<file path="config.mk">
export PLATFORM = sky130hd
export DESIGN_NAME = keypad_gpio_port_regs
export DESIGN_NICKNAME = d
export VERILOG_FILES = /design/src/design/keypad_gpio_pkg.sv /design/src/design/pin_sample_if.sv /design/src/design/pin_sampler.sv /design/src/design/keypad_gpio_port_regs.sv
export VERILOG_INCLUDE_DIRS = /design/src /design/src/design
export SDC_FILE = /design/constraint.sdc
export NUM_CORES = 1
export LEC_CHECK = 0
export ABC_AREA = 1
export BUFFER_PORTS_ARGS = -buffer_cell sky130_fd_sc_hd__buf_2
export CELL_PAD_IN_SITES_DETAIL_PLACEMENT = 0
export CELL_PAD_IN_SITES_GLOBAL_PLACEMENT = 1
export CORE_ASPECT_RATIO = 0.8
export CORE_MARGIN = 2
export CORE_UTILIZATION = 38
export CTS_CLUSTER_DIAMETER = 150
export CTS_CLUSTER_SIZE = 28
export DETAILED_ROUTE_END_ITERATION = 8
export PLACE_DENSITY = 0.76
export SLEW_MARGIN = 25
export SYNTH_ARGS = -nofsm -noshare
export SYNTH_HDL_FRONTEND = slang
export SYNTH_SLANG_ARGS = --single-unit
</file>
<file path="constraint.sdc">
create_clock -name clk -period 1.1 [get_ports clk]
set_input_delay 0.165 -clock clk [delete_from_list [all_inputs] [get_ports clk]]
set_output_delay 0.165 -clock clk [all_outputs]
set_load 0.005 [all_outputs]
</file>
<file path="src/design/keypad_gpio_defs.svh">
// register offsets, reset values and field positions of the port block
// assumes an 8-bit register address space reached by the serial-bus core
`ifndef KEYPAD_GPIO_DEFS_SVH
`define KEYPAD_GPIO_DEFS_SVH

`define KGP_OFS_DRIVE_MODE 8'h32
`define KGP_OFS_IN_LOW 8'h33
`define KGP_OFS_IN_HIGH 8'h34
`define KGP_OFS_PORT_LEVEL 8'h35
`define KGP_OFS_PORT_BLOCK 8'h36
`define KGP_OFS_MAT_BLOCK_LO 8'h37
`define KGP_OFS_MAT_BLOCK_HI 8'h38

`define KGP_RST_DRIVE_MODE 5'h00
`define KGP_RST_PORT_LEVEL 5'h00
`define KGP_RST_PORT_BLOCK 5'h1f
`define KGP_RST_MAT_BLOCK_LO 8'hff
`define KGP_RST_MAT_BLOCK_HI 7'h7f

`define KGP_PORT_MSB 4
`define KGP_MATRIX_R0_BIT 7
`define KGP_RSV_HI_BIT 7

`endif

</file>
<file path="src/design/keypad_gpio_pkg.sv">
// types used by the port register block; its input sampler uses none of them
// assumes nothing beyond a SystemVerilog compiler
package keypad_gpio_pkg;

    typedef enum logic [2:0]
    {
        SEL_NONE = 3'b000,
        SEL_DRIVE_MODE = 3'b001,
        SEL_IN_LOW = 3'b010,
        SEL_IN_HIGH = 3'b011,
        SEL_PORT_LEVEL = 3'b100,
        SEL_PORT_BLOCK = 3'b101,
        SEL_MAT_BLOCK_LO = 3'b110,
        SEL_MAT_BLOCK_HI = 3'b111
    } reg_sel_t;

    typedef logic [7:0] reg_byte_t;

endpackage

</file>
<file path="src/design/pin_sample_if.sv">
// carrier between the register block and the pin sampler
// assumes both ends run on the one block clock
`timescale 1ns/1ps
`default_nettype none

interface pin_sample_if #(parameter int W = 20);
    logic [W-1:0] raw;
    logic [W-1:0] level;
    logic [W-1:0] changed;

    modport sampler (input raw, output level, output changed);
    modport user (output raw, input level, input changed);
endinterface

`default_nettype wire

</file>
<file path="src/design/pin_sampler.sv">
// registers pin levels and flags any bit that changed since last cycle
// assumes pins are already synchronous to clk
`timescale 1ns/1ps
`default_nettype none

module pin_sampler #(parameter int W = 20)
(
    // clock and reset
    input wire logic clk,
    input wire logic arst_n,
    // pins in, sampled levels out
    pin_sample_if.sampler pins
);

    logic [W-1:0] level_r;
    logic [W-1:0] level_nxt;
    logic [W-1:0] changed_r;
    logic [W-1:0] changed_nxt;
    logic primed_r;

    initial
    begin
        if (W < 1)
            $error("pin_sampler width must be positive");
    end

    always_comb
    begin
        level_nxt = pins.raw;
        // no change reported before the first real sample
        changed_nxt = primed_r ? (pins.raw ^ level_r) : '0;
    end

    always_ff @(posedge clk or negedge arst_n)
    begin
        if (!arst_n)
        begin
            level_r <= '0;
            changed_r <= '0;
            primed_r <= 1'b0;
        end
        else
        begin
            level_r <= level_nxt;
            changed_r <= changed_nxt;
            primed_r <= 1'b1;
        end
    end

    assign pins.level = level_r;
    assign pins.changed = changed_r;

endmodule

`default_nettype wire

</file>
<file path="src/design/keypad_gpio_port_regs.sv">
// register logic of the five auxiliary ports and the matrix lines used
// as general inputs; the serial-bus core supplies byte-wide accesses
//
// Overview of operation
// - mode bits 4:0 per port; zero means open-drain; reset clears them
// - mode bit one makes that port drive push-pull
// - mode bits 7:5 reserved, read zero, do nothing
// - low input register: row 0 in bit 7, columns 6..0 below
// - high input register: rows 7..1 in bits 6..0, bit 7 zero
// - port value reads sensed pin levels, write sets output levels
// - port mask bits 4:0; set blocks that port's interrupt
// - low matrix mask: row 0 bit 7, columns below; reset masked
// - high matrix mask: rows 7..1 in bits 6..0, bit 7 reserved
`timescale 1ns/1ps
`default_nettype none
`include "keypad_gpio_defs.svh"

module keypad_gpio_port_regs #(parameter int NPORT = 5)
(
    // clock and reset
    input wire logic clk,
    input wire logic arst_n,
    // register access from the serial-bus core
    input wire logic [7:0] reg_addr,
    input wire logic [7:0] reg_wdata,
    input wire logic reg_wr,
    input wire logic reg_rd,
    output logic [7:0] reg_rdata,
    // direction per port, from the direction register elsewhere
    input wire logic [NPORT-1:0] port_is_output,
    // auxiliary ports, three-signal form
    input wire logic [NPORT-1:0] aux_port_in,
    output logic [NPORT-1:0] aux_port_out,
    output logic [NPORT-1:0] aux_port_oe,
    // matrix lines used as general inputs
    input wire logic [7:0] matrix_r_in,
    input wire logic [6:0] matrix_c_in,
    // one-cycle interrupt request to the core's interrupt logic
    output logic input_irq
);

    localparam int NPIN = NPORT + 15;

    initial
    begin
        if (NPORT != `KGP_PORT_MSB + 1)
            $error("port count must match the register layout");
    end

    ////////////////////////////////////////////////////////////////////
    // address decode

    function automatic keypad_gpio_pkg::reg_sel_t decode(
        input logic [7:0] a);
        keypad_gpio_pkg::reg_sel_t s;
        s = keypad_gpio_pkg::SEL_NONE;
        case (a)
            `KGP_OFS_DRIVE_MODE: s = keypad_gpio_pkg::SEL_DRIVE_MODE;
            `KGP_OFS_IN_LOW: s = keypad_gpio_pkg::SEL_IN_LOW;
            `KGP_OFS_IN_HIGH: s = keypad_gpio_pkg::SEL_IN_HIGH;
            `KGP_OFS_PORT_LEVEL: s = keypad_gpio_pkg::SEL_PORT_LEVEL;
            `KGP_OFS_PORT_BLOCK: s = keypad_gpio_pkg::SEL_PORT_BLOCK;
            `KGP_OFS_MAT_BLOCK_LO: s = keypad_gpio_pkg::SEL_MAT_BLOCK_LO;
            `KGP_OFS_MAT_BLOCK_HI: s = keypad_gpio_pkg::SEL_MAT_BLOCK_HI;
            default: s = keypad_gpio_pkg::SEL_NONE;
        endcase
        return s;
    endfunction

    keypad_gpio_pkg::reg_sel_t sel;
    assign sel = decode(reg_addr);

    ////////////////////////////////////////////////////////////////////
    // pin sampling; bit order: ports, columns 0..6, rows 0..7

    pin_sample_if #(.W(NPIN)) pins ();
    assign pins.raw = {matrix_r_in, matrix_c_in, aux_port_in};

    pin_sampler #(.W(NPIN)) u_sampler
    (
        .clk(clk),
        .arst_n(arst_n),
        .pins(pins)
    );

    logic [NPORT-1:0] port_lvl;
    logic [6:0] col_lvl;
    logic [7:0] row_lvl;
    assign port_lvl = pins.level[NPORT-1:0];
    assign col_lvl = pins.level[NPORT+6:NPORT];
    assign row_lvl = pins.level[NPIN-1:NPORT+7];

    ////////////////////////////////////////////////////////////////////
    // writable registers

    logic [NPORT-1:0] drive_mode_r, drive_mode_nxt;
    logic [NPORT-1:0] out_level_r, out_level_nxt;
    logic [NPORT-1:0] port_block_r, port_block_nxt;
    logic [7:0] mat_block_lo_r, mat_block_lo_nxt;
    logic [6:0] mat_block_hi_r, mat_block_hi_nxt;

    always_comb
    begin
        drive_mode_nxt = drive_mode_r;
        out_level_nxt = out_level_r;
        port_block_nxt = port_block_r;
        mat_block_lo_nxt = mat_block_lo_r;
        mat_block_hi_nxt = mat_block_hi_r;
        if (reg_wr)
        begin
            unique case (sel)
                keypad_gpio_pkg::SEL_DRIVE_MODE:
                    drive_mode_nxt = reg_wdata[NPORT-1:0];
                keypad_gpio_pkg::SEL_PORT_LEVEL:
                    out_level_nxt = reg_wdata[NPORT-1:0];
                keypad_gpio_pkg::SEL_PORT_BLOCK:
                    port_block_nxt = reg_wdata[NPORT-1:0];
                keypad_gpio_pkg::SEL_MAT_BLOCK_LO:
                    mat_block_lo_nxt = reg_wdata;
                keypad_gpio_pkg::SEL_MAT_BLOCK_HI:
                    mat_block_hi_nxt = reg_wdata[6:0];
                // input registers and unmapped offsets take no write
                keypad_gpio_pkg::SEL_IN_LOW,
                keypad_gpio_pkg::SEL_IN_HIGH,
                keypad_gpio_pkg::SEL_NONE:
                    drive_mode_nxt = drive_mode_r;
            endcase
        end
    end

    always_ff @(posedge clk or negedge arst_n)
    begin
        if (!arst_n)
        begin
            drive_mode_r <= `KGP_RST_DRIVE_MODE;
            out_level_r <= `KGP_RST_PORT_LEVEL;
            port_block_r <= `KGP_RST_PORT_BLOCK;
            mat_block_lo_r <= `KGP_RST_MAT_BLOCK_LO;
            mat_block_hi_r <= `KGP_RST_MAT_BLOCK_HI;
        end
        else
        begin
            drive_mode_r <= drive_mode_nxt;
            out_level_r <= out_level_nxt;
            port_block_r <= port_block_nxt;
            mat_block_lo_r <= mat_block_lo_nxt;
            mat_block_hi_r <= mat_block_hi_nxt;
        end
    end

    ////////////////////////////////////////////////////////////////////
    // read data, pin drivers and interrupt request

    logic [7:0] rdata_r, rdata_nxt;
    logic [NPORT-1:0] pin_out_r, pin_out_nxt;
    logic [NPORT-1:0] pin_oe_r, pin_oe_nxt;
    logic irq_r, irq_nxt;
    logic [NPIN-1:0] pin_block;

    // mask bits laid out in the same order as the sampled pins
    // rows 7..1 on top, then row 0, columns 6..0 and the ports
    assign pin_block = {mat_block_hi_r, mat_block_lo_r[`KGP_MATRIX_R0_BIT],
                        mat_block_lo_r[6:0], port_block_r};

    always_comb
    begin
        rdata_nxt = rdata_r;
        if (reg_rd)
        begin
            unique case (sel)
                keypad_gpio_pkg::SEL_DRIVE_MODE:
                    rdata_nxt = {3'h0, drive_mode_r};
                keypad_gpio_pkg::SEL_IN_LOW:
                    rdata_nxt = {row_lvl[0], col_lvl};
                keypad_gpio_pkg::SEL_IN_HIGH:
                    rdata_nxt = {1'b0, row_lvl[7:1]};
                keypad_gpio_pkg::SEL_PORT_LEVEL:
                    rdata_nxt = {3'h0, port_lvl};
                keypad_gpio_pkg::SEL_PORT_BLOCK:
                    rdata_nxt = {3'h0, port_block_r};
                keypad_gpio_pkg::SEL_MAT_BLOCK_LO:
                    rdata_nxt = mat_block_lo_r;
                keypad_gpio_pkg::SEL_MAT_BLOCK_HI:
                    rdata_nxt = {1'b0, mat_block_hi_r};
                keypad_gpio_pkg::SEL_NONE:
                    rdata_nxt = 8'h00;
            endcase
        end
        pin_out_nxt = out_level_r;
        // open-drain only sinks; a high level lets the pin float
        pin_oe_nxt = port_is_output & (drive_mode_r | ~out_level_r);
        irq_nxt = |(pins.changed & ~pin_block);
    end

    always_ff @(posedge clk or negedge arst_n)
    begin
        if (!arst_n)
        begin
            rdata_r <= 8'h00;
            pin_out_r <= '0;
            pin_oe_r <= '0;
            irq_r <= 1'b0;
        end
        else
        begin
            rdata_r <= rdata_nxt;
            pin_out_r <= pin_out_nxt;
            pin_oe_r <= pin_oe_nxt;
            irq_r <= irq_nxt;
        end
    end

    assign reg_rdata = rdata_r;
    assign aux_port_out = pin_out_r;
    assign aux_port_oe = pin_oe_r;
    assign input_irq = irq_r;

endmodule

`default_nettype wire

</file>
==> results_dict.tcl, run 1 <==
set metrics [dict create \
    synth_seq_area_share_pct 58.46 \
    start_util_pct 38.50 \
    rr_worst_depth 5 \
    synthFlopType "dfrtp_1" \
    gp_congestion 0.8823 \
    netlist.top_cell.by_area "dfrtp_1" \
    violations "negative setup slack" \
    setup_violations 2 \
    utilization_pct 50.34 \
    clk_path_buf_depth 2 \
    p_per_area_nw_per_um2 1364 \
    routed_wl_mm 9.693 \
    portBuffers 63 \
    die_h_um 94.56 \
    grt_first_pass_wirelength_mm 15.95 \
    min-delay-start "reg_wdata[5]" \
    r2r_end "input_irq$_DFF_PN0_" \
    num_vias 3176 \
    finalHoldViolCount 0 \
    cts.root.buffer_cell "clkbuf_16" \
    post_cts_buffers 0 \
    p_leak_nw 2.533 \
    startpoint_type "flop" \
    status "finished with violations" \
    path_class "flop to flop" \
    cts_tree "done" \
    syn_inst 438 \
    vias_per_cell 4.576 \
    cts_htree_levels 3 \
    hpwl_mm 7.075 \
    cts_made_buffers 9 \
    switching_share_pct 23.58 \
    path_max_fanout 2 \
    synth-seq-cells 90 \
    hp-class "input port to flop" \
    cp_data_required_time_ps 1320 \
    grt_pass1_vias 3144 \
    antenna_found_initial 0 \
    wl_per_cell_um 13.97 \
    yosysUniqueCellTypes 28 \
    fin_crit_sh_pct 104.8 \
    fin_crit_ps 1153 \
    synth_fp_nets 483 \
    worstPathArrival_ps 1370 \
    dpl_worst_slack_ps -266.5 \
    avgSynthCellArea_um2 8.893 \
    rsz0062_at_grt "yes" \
    p_sw_w 0.001638 \
    drc 0 \
    drive_gt1_share_pct 28.52 \
    clock.fmax_mhz 867.6 \
    power_frac_clock_pct 39.0 \
    synth_area_um2 3895 \
    hold-path-cell-count 3 \
    synth_common_cells "nand2_1 (122), dfrtp_1 (70), nor2_1 (55), inv_1 (54), nand3_1 (30)" \
    fin_ws_ps -52.57 \
    p_int_w 0.005307 \
    ir_drop_uv 849.9 \
    power_frac_comb_pct 9.4 \
    cts_num_sinks 90 \
    die_x_um 117.2 \
    ant_nets 0 \
    drtIter0Drc 193 \
    io_pins 64 \
    clk_latency_ps 340 \
    cp-end-kind "flop" \
    yosysWarnings 0 \
    dieArea_um2 11080 \
    synth_async_sr_flop_share_pct 100.0 \
    core_area_um2 10120 \
    synth_area_leaders "dfrtp_1 (45%), dfstp_2 (13%), nand2_1 (12%)" \
    clkTransAtPathRegs_ps 60 \
    synth_most_common_cell "nand2_1" \
    seqPwrFrac_pct 51.6 \
    grt_max_degree 43 \
    netlist.area_leader.share_pct 44.97 \
    first_pass_iters 5 \
    synth_edf_count 0 \
    finClkSkew_ps 6.292 \
    syn2layout_area_growth_pct 30.74 \
    fin_nets 594 \
    antennaDiodeCount 0 \
    reg2reg_slack_ps -50 \
    rows 33 \
    grt_usage_pct 19.36 \
    slew_violations 0 \
    reg2reg_from "mat_block_lo_r[4]$_DFFE_PN1P_" \
    min_to "mat_block_lo_r[5]$_DFFE_PN1P_" \
    maxCapViolCount 0 \
    grt_overflow 0 \
]
-- logic make-up after synthesis --
kind of cell | synth area share, %
buffers and inverters | 6.778
muxes | 0.3854
DFF | 58.46
other | 0.09628
and+or+nand+nor | 25.70
AOI/OAI and AO/OA | 8.577
-- stage by stage --
step | setup TNS (ps) | instance area (um2) | hold WS (ps) | std cells | total power, W
floorplan | -7.781 | 3897 | -130.6 | 438 | 0.003871
global placement | -6018 | 4559 | 50.96 | 657 | 0.004206
detailed placement | -6716 | 4559 | 52.64 | 657 | 0.004221
CTS | -103.8 | 5029 | 48.95 | 693 | 0.007027
global route | -489.0 | 5092 | 53.37 | 694 | 0.007280
finish | -65.18 | 5092 | 55.95 | 694 | 0.006945
-- power by group through the flow --
stage	Combinational [W]	Clock (W)	Sequential, W
after floorplan	0.000263	0	0.00361
after global placement	0.000575	0	0.00363
after detailed placement	0.000586	0	0.00364
after CTS	0.000649	0.00280	0.00358
after global routing	0.000743	0.00293	0.00360
final	0.000651	0.00271	0.00358
-- worst max path at each step --
stage | from | endpoint | slack, ps | depth (start not counted)
floorplan | reg_addr[6] | port_block_r[4]$_DFFE_PN1P_ | -8 | 9
global placement | reg_addr[3] | reg_rdata[3]$_DFFE_PN0P_ | -270 | 9
detailed placement | reg_addr[3] | reg_rdata[3]$_DFFE_PN0P_ | -270 | 9
CTS | mat_block_lo_r[5]$_DFFE_PN1P_ | input_irq$_DFF_PN0_ | -50 | 5
global route | mat_block_lo_r[4]$_DFFE_PN1P_ | input_irq$_DFF_PN0_ | -110 | 5
finish | mat_block_lo_r[4]$_DFFE_PN1P_ | input_irq$_DFF_PN0_ | -50 | 5
-- timing repair --
| action | in CTS | in global routing |
|---|---|---|
| cloned | 0 | 1 |
| endpoints found under the hold margin | 58 | 0 |
| resized for setup | 7 | 18 |
| hold buffers | 21 | 0 |
| pin swaps | 10 | 20 |
| endpoints found under the setup margin | 4 | 7 |
-- flip-flops by register name (all words and copies together) (netlist names) --
register	count
mat_block_lo_r	8
port_block_r	5
u_sampler.pins.level	20
mat_block_hi_r	7
u_sampler.primed_r	1
aux_port_oe	5
u_sampler.pins.changed	20
out_level_r	5
aux_port_out	5
drive_mode_r	5
input_irq	1
reg_rdata	8
-- layout by cell type (no fill, tap or decap), types with 2 or more instances in the layout --
master,count
nor2_1,54
nor3_2,2
o21ai_1,18
buf_4,16
o21ai_0,21
inv_1,51
buf_2,62
clkbuf_16,9
nand2_2,11
nor2_4,5
nand3_1,25
dfrtp_1,70
buf_6,4
nand2_1,116
buf_12,4
a21boi_0,5
clkbuf_1,6
o21ai_2,6
dlygate4sd3_1,21
nand3_2,7
nor2_2,2
dfstp_2,20
o22ai_1,5
inv_2,3
-- worst max-delay path, cell delays in order, from the launching register on --
cell and delay (ps):
dfstp_2 570, inv_2 50, nand2_2 50, o2111ai_2 110, nor3_2 160, nand3_1 90
-- final cells by class --
| type | count | area (um2) |
|---|---|---|
| clock buffers | 15 | 247.7 |
| clock inverters | 1 | 5.005 |
| fillers | 958 | 5024 |
| inverters | 54 | 202.7 |
| multi-input cells | 287 | 1419 |
| flip-flops and latches | 90 | 2277 |
| well taps | 140 | 175.2 |
| repair buffers | 107 | 765.7 |
-- layer usage --
metal	share of wire, %	up-vias	global-route usage [%]
li1	-	1600	-
met1	49	1478	27.54
met2	45	89	28.93
met3	4.7	9	5.135
met4	0.97	0	5.980
met5	0	-	0
Power figures use the tool's default switching activity.
==> inputs of run 2 (changes only) <==
--- a/config.mk
+++ b/config.mk
@@ -12,11 +12,11 @@
 export CELL_PAD_IN_SITES_GLOBAL_PLACEMENT = 1
 export CORE_ASPECT_RATIO = 0.8
 export CORE_MARGIN = 2
-export CORE_UTILIZATION = 38
+export CORE_UTILIZATION = 45
 export CTS_CLUSTER_DIAMETER = 150
 export CTS_CLUSTER_SIZE = 28
 export DETAILED_ROUTE_END_ITERATION = 8
-export PLACE_DENSITY = 0.76
+export PLACE_DENSITY = 0.85
 export SLEW_MARGIN = 25
 export SYNTH_ARGS = -nofsm -noshare
 export SYNTH_HDL_FRONTEND = slang
==> constraint.sdc (replaced) <==
create_clock -name clk -period 1.4 [get_ports clk]
set_input_delay 0.21 -clock clk [delete_from_list [all_inputs] [get_ports clk]]
set_output_delay 0.21 -clock clk [all_outputs]
set_load 0.005 [all_outputs]
==> run 2 against run 1 <==
Compared with the run above: the flow now finishes without violations; clock-buffer cell count shrank 4; via count down 3.6%; global-route usage increased by 1.4 points; wire length is 8.3% lower; sequential power decreased by 22%; hold slack improved by 24 ps; critical path depth unchanged; combinational power is 28% lower; highest routed layer unchanged.
==> results_dict.tcl, run 2 (synthesized netlist as in run 1, its figures left out) <==
set metrics [dict create \
    seqPwrFrac_pct 54.5 \
    cts_htree_levels 3 \
    crit_slowest_cell "dfstp_2" \
    maxCapViolCount 0 \
    reg2reg_slack_ps 70 \
    grt_max_degree 42 \
    grt_pass1_vias 2993 \
    cp-end-kind "flop" \
    switching_share_pct 24.89 \
    place_area_um2 4414 \
    ant_nets 0 \
    cts_tree "done" \
    rr_worst_depth 5 \
    mostFrequentLayoutCells "nand2_1 (122), dfrtp_1 (70), buf_2 (62)" \
    finalHoldViolCount 0 \
    p_per_area_nw_per_um2 1064 \
    worstPathArrival_ps 1560 \
    clkTransAtPathRegs_ps 90 \
    die_h_um 87.22 \
    cts.root.buffer_cell "clkbuf_8" \
    core_area_um2 8446 \
    p_int_w 0.003867 \
    portBuffers 63 \
    gp_congestion 0.8866 \
    vias_per_cell 4.675 \
    rsz0062_at_grt "no" \
    fillCellCount 789 \
    critPathLaunch "port_block_r[4]$_DFFE_PN1P_" \
    drc 0 \
    status "finished, final reports clean" \
    fin_nets 583 \
    rows 30 \
    reg2reg_from "port_block_r[4]$_DFFE_PN1P_" \
    fin_crit_ps 1328 \
    path_class "flop to flop" \
    routed_wl_mm 8.884 \
    post-route-cell-area_um2 4837 \
    grt_first_pass_wirelength_mm 14.75 \
    fin_tns_setup_ps 0 \
    io_pins 64 \
    start_util_pct 46.12 \
    setup_violations 0 \
    path_max_fanout 3 \
    hp-class "input port to flop" \
    p_sw_w 0.001281 \
    antennaDiodeCount 0 \
    slew_violations 0 \
    r2r_end "input_irq$_DFF_PN0_" \
    min-delay-start "reg_wdata[7]" \
    cpPeakStageDelay_ps 580 \
    finClkSkew_ps 5.461 \
    num_vias 3062 \
    clock.fmax_mhz 753.1 \
    grt_overflow 0 \
    final_common_cell "nand2_1" \
    die_x_um 108.0 \
    power.total_w 0.005148 \
    syn2layout_area_growth_pct 24.19 \
    min_to "mat_block_lo_r[7]$_DFFE_PN1P_" \
    fin_ws_ps 72.16 \
    power_frac_comb_pct 9.1 \
    drive_gt1_share_pct 25.05 \
    first_pass_iters 5 \
    drtIter0Drc 164 \
    startpoint_type "flop" \
    antenna_found_initial 0 \
    fin_crit_sh_pct 94.85 \
    clk_latency_ps 360 \
    p_leak_nw 2.422 \
    dieArea_um2 9421 \
    path_cells "inv_1 -> nand2_1 -> o2111ai_1 -> nor3_1 -> nand3_1" \
    hold-path-cell-count 2 \
    hpwl_mm 6.687 \
    cp_data_required_time_ps 1630 \
    wl_per_cell_um 13.56 \
    dpl_worst_slack_ps -53.66 \
    clk_path_buf_depth 2 \
    ir_drop_uv 532.0 \
    cts_made_buffers 9 \
    power_frac_clock_pct 36.4 \
    cts_num_sinks 90 \
    grt_usage_pct 20.71 \
]
-- run 2: changes by cell type in the layout (fill, tap and decap cells not counted), moves of 6 or more --
| cell | previous run | this run |
|---|---|---|
| clkbuf_8 | 0 | 11 |
| nand2_2 | 11 | 5 |
| clkbuf_1 | 6 | 0 |
| clkbuf_16 | 9 | 0 |
| nand2_1 | 116 | 122 |
-- run 2: repair_timing --
action / in CTS / in global routing
endpoints found under the hold margin: 93 / 0
hold buffers: 21 / 0
gates resized for setup: 0 / 0
buffers inserted: 0 / 0
-- run 2: worst max-delay path by stage --
stage	to	slack, ps	depth (start not counted)
floorplan	port_block_r[4]$_DFFE_PN1P_	240	9
global placement	reg_rdata[4]$_DFFE_PN0P_	2	9
detailed placement	reg_rdata[2]$_DFFE_PN0P_	-50	9
CTS	input_irq$_DFF_PN0_	40	5
global route	input_irq$_DFF_PN0_	20	5
finish	input_irq$_DFF_PN0_	70	5
-- run 2: area by class of cell --
type,count,area (um2),area share [%]
clock buffer,11,151.4,3.130
clock inverter,5,61.31,1.267
inverter,54,202.7,4.190
multi-input combinational,286,1354,27.99
sequential,90,2277,47.08
tap,112,140.1,2.897
timing repair buffer,97,650.6,13.45
-- run 2: routing by layer --
layer	vias to the layer above	GRT usage, %	wire length (um)	part of all wire, %
li1	1576	-	-	-
met1	1388	30.61	4479	50
met2	95	30.93	3837	43
met3	3	5.086	535	6.0
met4	0	4.895	31	0.35
met5	-	0	0	0
-- run 2: per-stage QoR --
step	cells	util, %	hold WS, ps
after floorplan	438	-	-85.59
after global placement	618	52.27	37.92
after detailed placement	618	52.27	38.79
after CTS	655	57.27	72.18
after global routing	655	57.27	56.87
final	655	57.27	80.34
-- run 2: critical path: cells and delay by family (launching register included) --
| family | cells | cell delay, ps |
|---|---|---|
| AOI/OAI and AO/OA | 1 | 120 |
| DFF | 1 | 580 |
| and+or+nand+nor | 3 | 450 |
| buffers and inverters | 1 | 50 |
-- run 2: power groups by stage --
stage               Clock, W  Combinational [W]  Sequential (W)
floorplan                  0           0.000206         0.00283
global route         0.00202           0.000535         0.00282
global placement           0           0.000419         0.00285
CTS                  0.00192           0.000476         0.00280
detailed placement         0           0.000431         0.00285
finish               0.00188           0.000468         0.00281
==> inputs of run 3 (changes only) <==
--- a/config.mk
+++ b/config.mk
@@ -7,7 +7,7 @@
 export NUM_CORES = 1
 export LEC_CHECK = 0
 export ABC_AREA = 1
-export BUFFER_PORTS_ARGS = -buffer_cell sky130_fd_sc_hd__buf_2
+export BUFFER_PORTS_ARGS = -buffer_cell sky130_fd_sc_hd__clkbuf_2
 export CELL_PAD_IN_SITES_DETAIL_PLACEMENT = 0
 export CELL_PAD_IN_SITES_GLOBAL_PLACEMENT = 1
 export CORE_ASPECT_RATIO = 0.8
==> run 3 against run 2 <==
Compared with the run above: utilization is 0.34 points lower; combinational power about the same; non-clock buffer count down 3; sequential share of layout area grew 0.28 points; fmax up 4.4%; critical path depth unchanged; via count rose by 2.4%; register-to-register slack improved by 60 ps; cell area shrank 0.59%; critical path type unchanged; largest power group unchanged.
==> results_dict.tcl, run 3 (synthesized netlist as in run 1, its figures left out) <==
set metrics [dict create \
    status "finished, final reports clean" \
    routed_wl_mm 8.884 \
    cts_htree_levels 3 \
    final_common_cell "nand2_1" \
    cp-end-kind "flop" \
    seq_area_um2 2277 \
    rsz0062_at_grt "no" \
    cp_data_required_time_ps 1640 \
    finClkSkew_ps 10.86 \
    multi_input_area_um2 1359 \
    syn2layout_area_growth_pct 23.45 \
    cts.root.buffer_cell "clkbuf_8" \
    p_leak_nw 2.405 \
    slew_violations 0 \
    grt_usage_pct 20.94 \
    fin_nets 580 \
    fin_crit_ps 1271 \
    maxCapViolCount 0 \
    antenna_found_initial 0 \
    ant_nets 0 \
    fin_tns_setup_ps 0 \
    cts_num_sinks 90 \
    portBuffers 63 \
    grt_pass1_vias 2938 \
    clock.fmax_mhz 786.5 \
    utilization_pct 56.93 \
    hpwl_mm 6.541 \
    setup_violations 0 \
    ir_drop_uv 558.2 \
    core_area_um2 8446 \
    clk_latency_ps 370 \
    start_util_pct 46.12 \
    antennaDiodeCount 0 \
    die_x_um 108.0 \
    wl_per_cell_um 13.63 \
    fillCellCount 787 \
    cts_made_buffers 9 \
    mostFrequentLayoutCells "nand2_1 (122), dfrtp_1 (70), clkbuf_2 (62)" \
    finalHoldViolCount 0 \
    startpoint_type "flop" \
    drive_gt1_share_pct 24.81 \
    rows 30 \
    clkTransAtPathRegs_ps 90 \
    grt_overflow 0 \
    die_h_um 87.22 \
    drtIter0Drc 156 \
    gp_congestion 0.9116 \
    path_max_fanout 3 \
    hp-class "input port to flop" \
    dieArea_um2 9421 \
    clk_path_buf_depth 2 \
    grt_max_degree 91 \
    vias_per_cell 4.810 \
    path_class "flop to flop" \
    drc 0 \
    num_vias 3136 \
    p_per_area_nw_per_um2 1036 \
    first_pass_iters 6 \
    grt_first_pass_wirelength_mm 14.80 \
    worstPathArrival_ps 1510 \
    fin_crit_sh_pct 90.81 \
    cts_tree "done" \
    io_pins 64 \
]
==> run 3: changes by cell type in the layout (fill, tap and decap cells not counted), sizes merged <==
cell / previous run / this run
clkbuf: 11 / 73
bufinv: 1 / 0
buf: 76 / 11
clkinv: 0 / 2
clkinvlp: 3 / 2
==> run 3: path summary, 6_finish.rpt <==
path,slack (ps),cells after the start,start,endpoint
min in group asynchronous,420,3,arst_n,input_irq$_DFF_PN0_
max in group asynchronous,600,3,arst_n,port_block_r[1]$_DFFE_PN1P_
max,130,5,port_block_r[4]$_DFFE_PN1P_,input_irq$_DFF_PN0_
min reg2reg,410,0,out_level_r[4]$_DFFE_PN0P_,aux_port_out[4]$_DFF_PN0_
min,50,3,reg_wdata[6],mat_block_lo_r[6]$_DFFE_PN1P_
max reg2reg,130,5,port_block_r[4]$_DFFE_PN1P_,input_irq$_DFF_PN0_
==> run 3: worst max-delay path: stages, from the launching register on <==
cell       delay (ps)
dfstp_2           570
inv_1              60
nand2_1            50
o2111ai_1         130
nor3_2            190
nand3_1           130
==> run 3: final cells by class <==
type | instances | share of cell area (%)
clock buffer | 11 | 3.149
clock inverter | 5 | 0.7806
inverter | 54 | 4.215
multi-input combinational | 286 | 28.26
sequential | 90 | 47.36
tap | 112 | 2.914
timing repair buffer | 94 | 13.32
==> run 3: power by group <==
group / internal [W] / total, W / leakage, nW / switching (W)
Sequential: 0.00274 / 0.00281 / 1.09 / 0.0000738
Combinational: 0.000200 / 0.000468 / 1.22 / 0.000268
Clock: 0.000748 / 0.00170 / 0.0919 / 0.000955
==> run 3: what timing repair did <==
item,4_1_cts,5_1_grt
gates resized for setup,0,1
endpoints found under the setup margin,0,1
hold buffers,21,0
buffers inserted,0,0
endpoints found under the hold margin,90,0
==> run 3: layer usage <==
metal  up-vias  wire length (um)  GRT usage (%)
li1       1569                 -              -
met1      1438              4356          31.19
met2       115              3726          29.27
met3        14               616          5.011
met4         0               185          8.625
met5         -                 0              0
==> run 3: stage by stage <==
stage               hold WS, ps  power, W  setup WS, ps  std cells  area [um2]
floorplan                -85.59  0.003040         241.0        438        3895
global placement          288.1  0.003270         26.23        615        4404
detailed placement        295.4  0.003284         1.730        615        4404
CTS                       46.21  0.005016         43.31        652        4803
global route              53.62  0.005198         65.94        652        4808
finish                    46.57  0.004981         128.6        652        4808
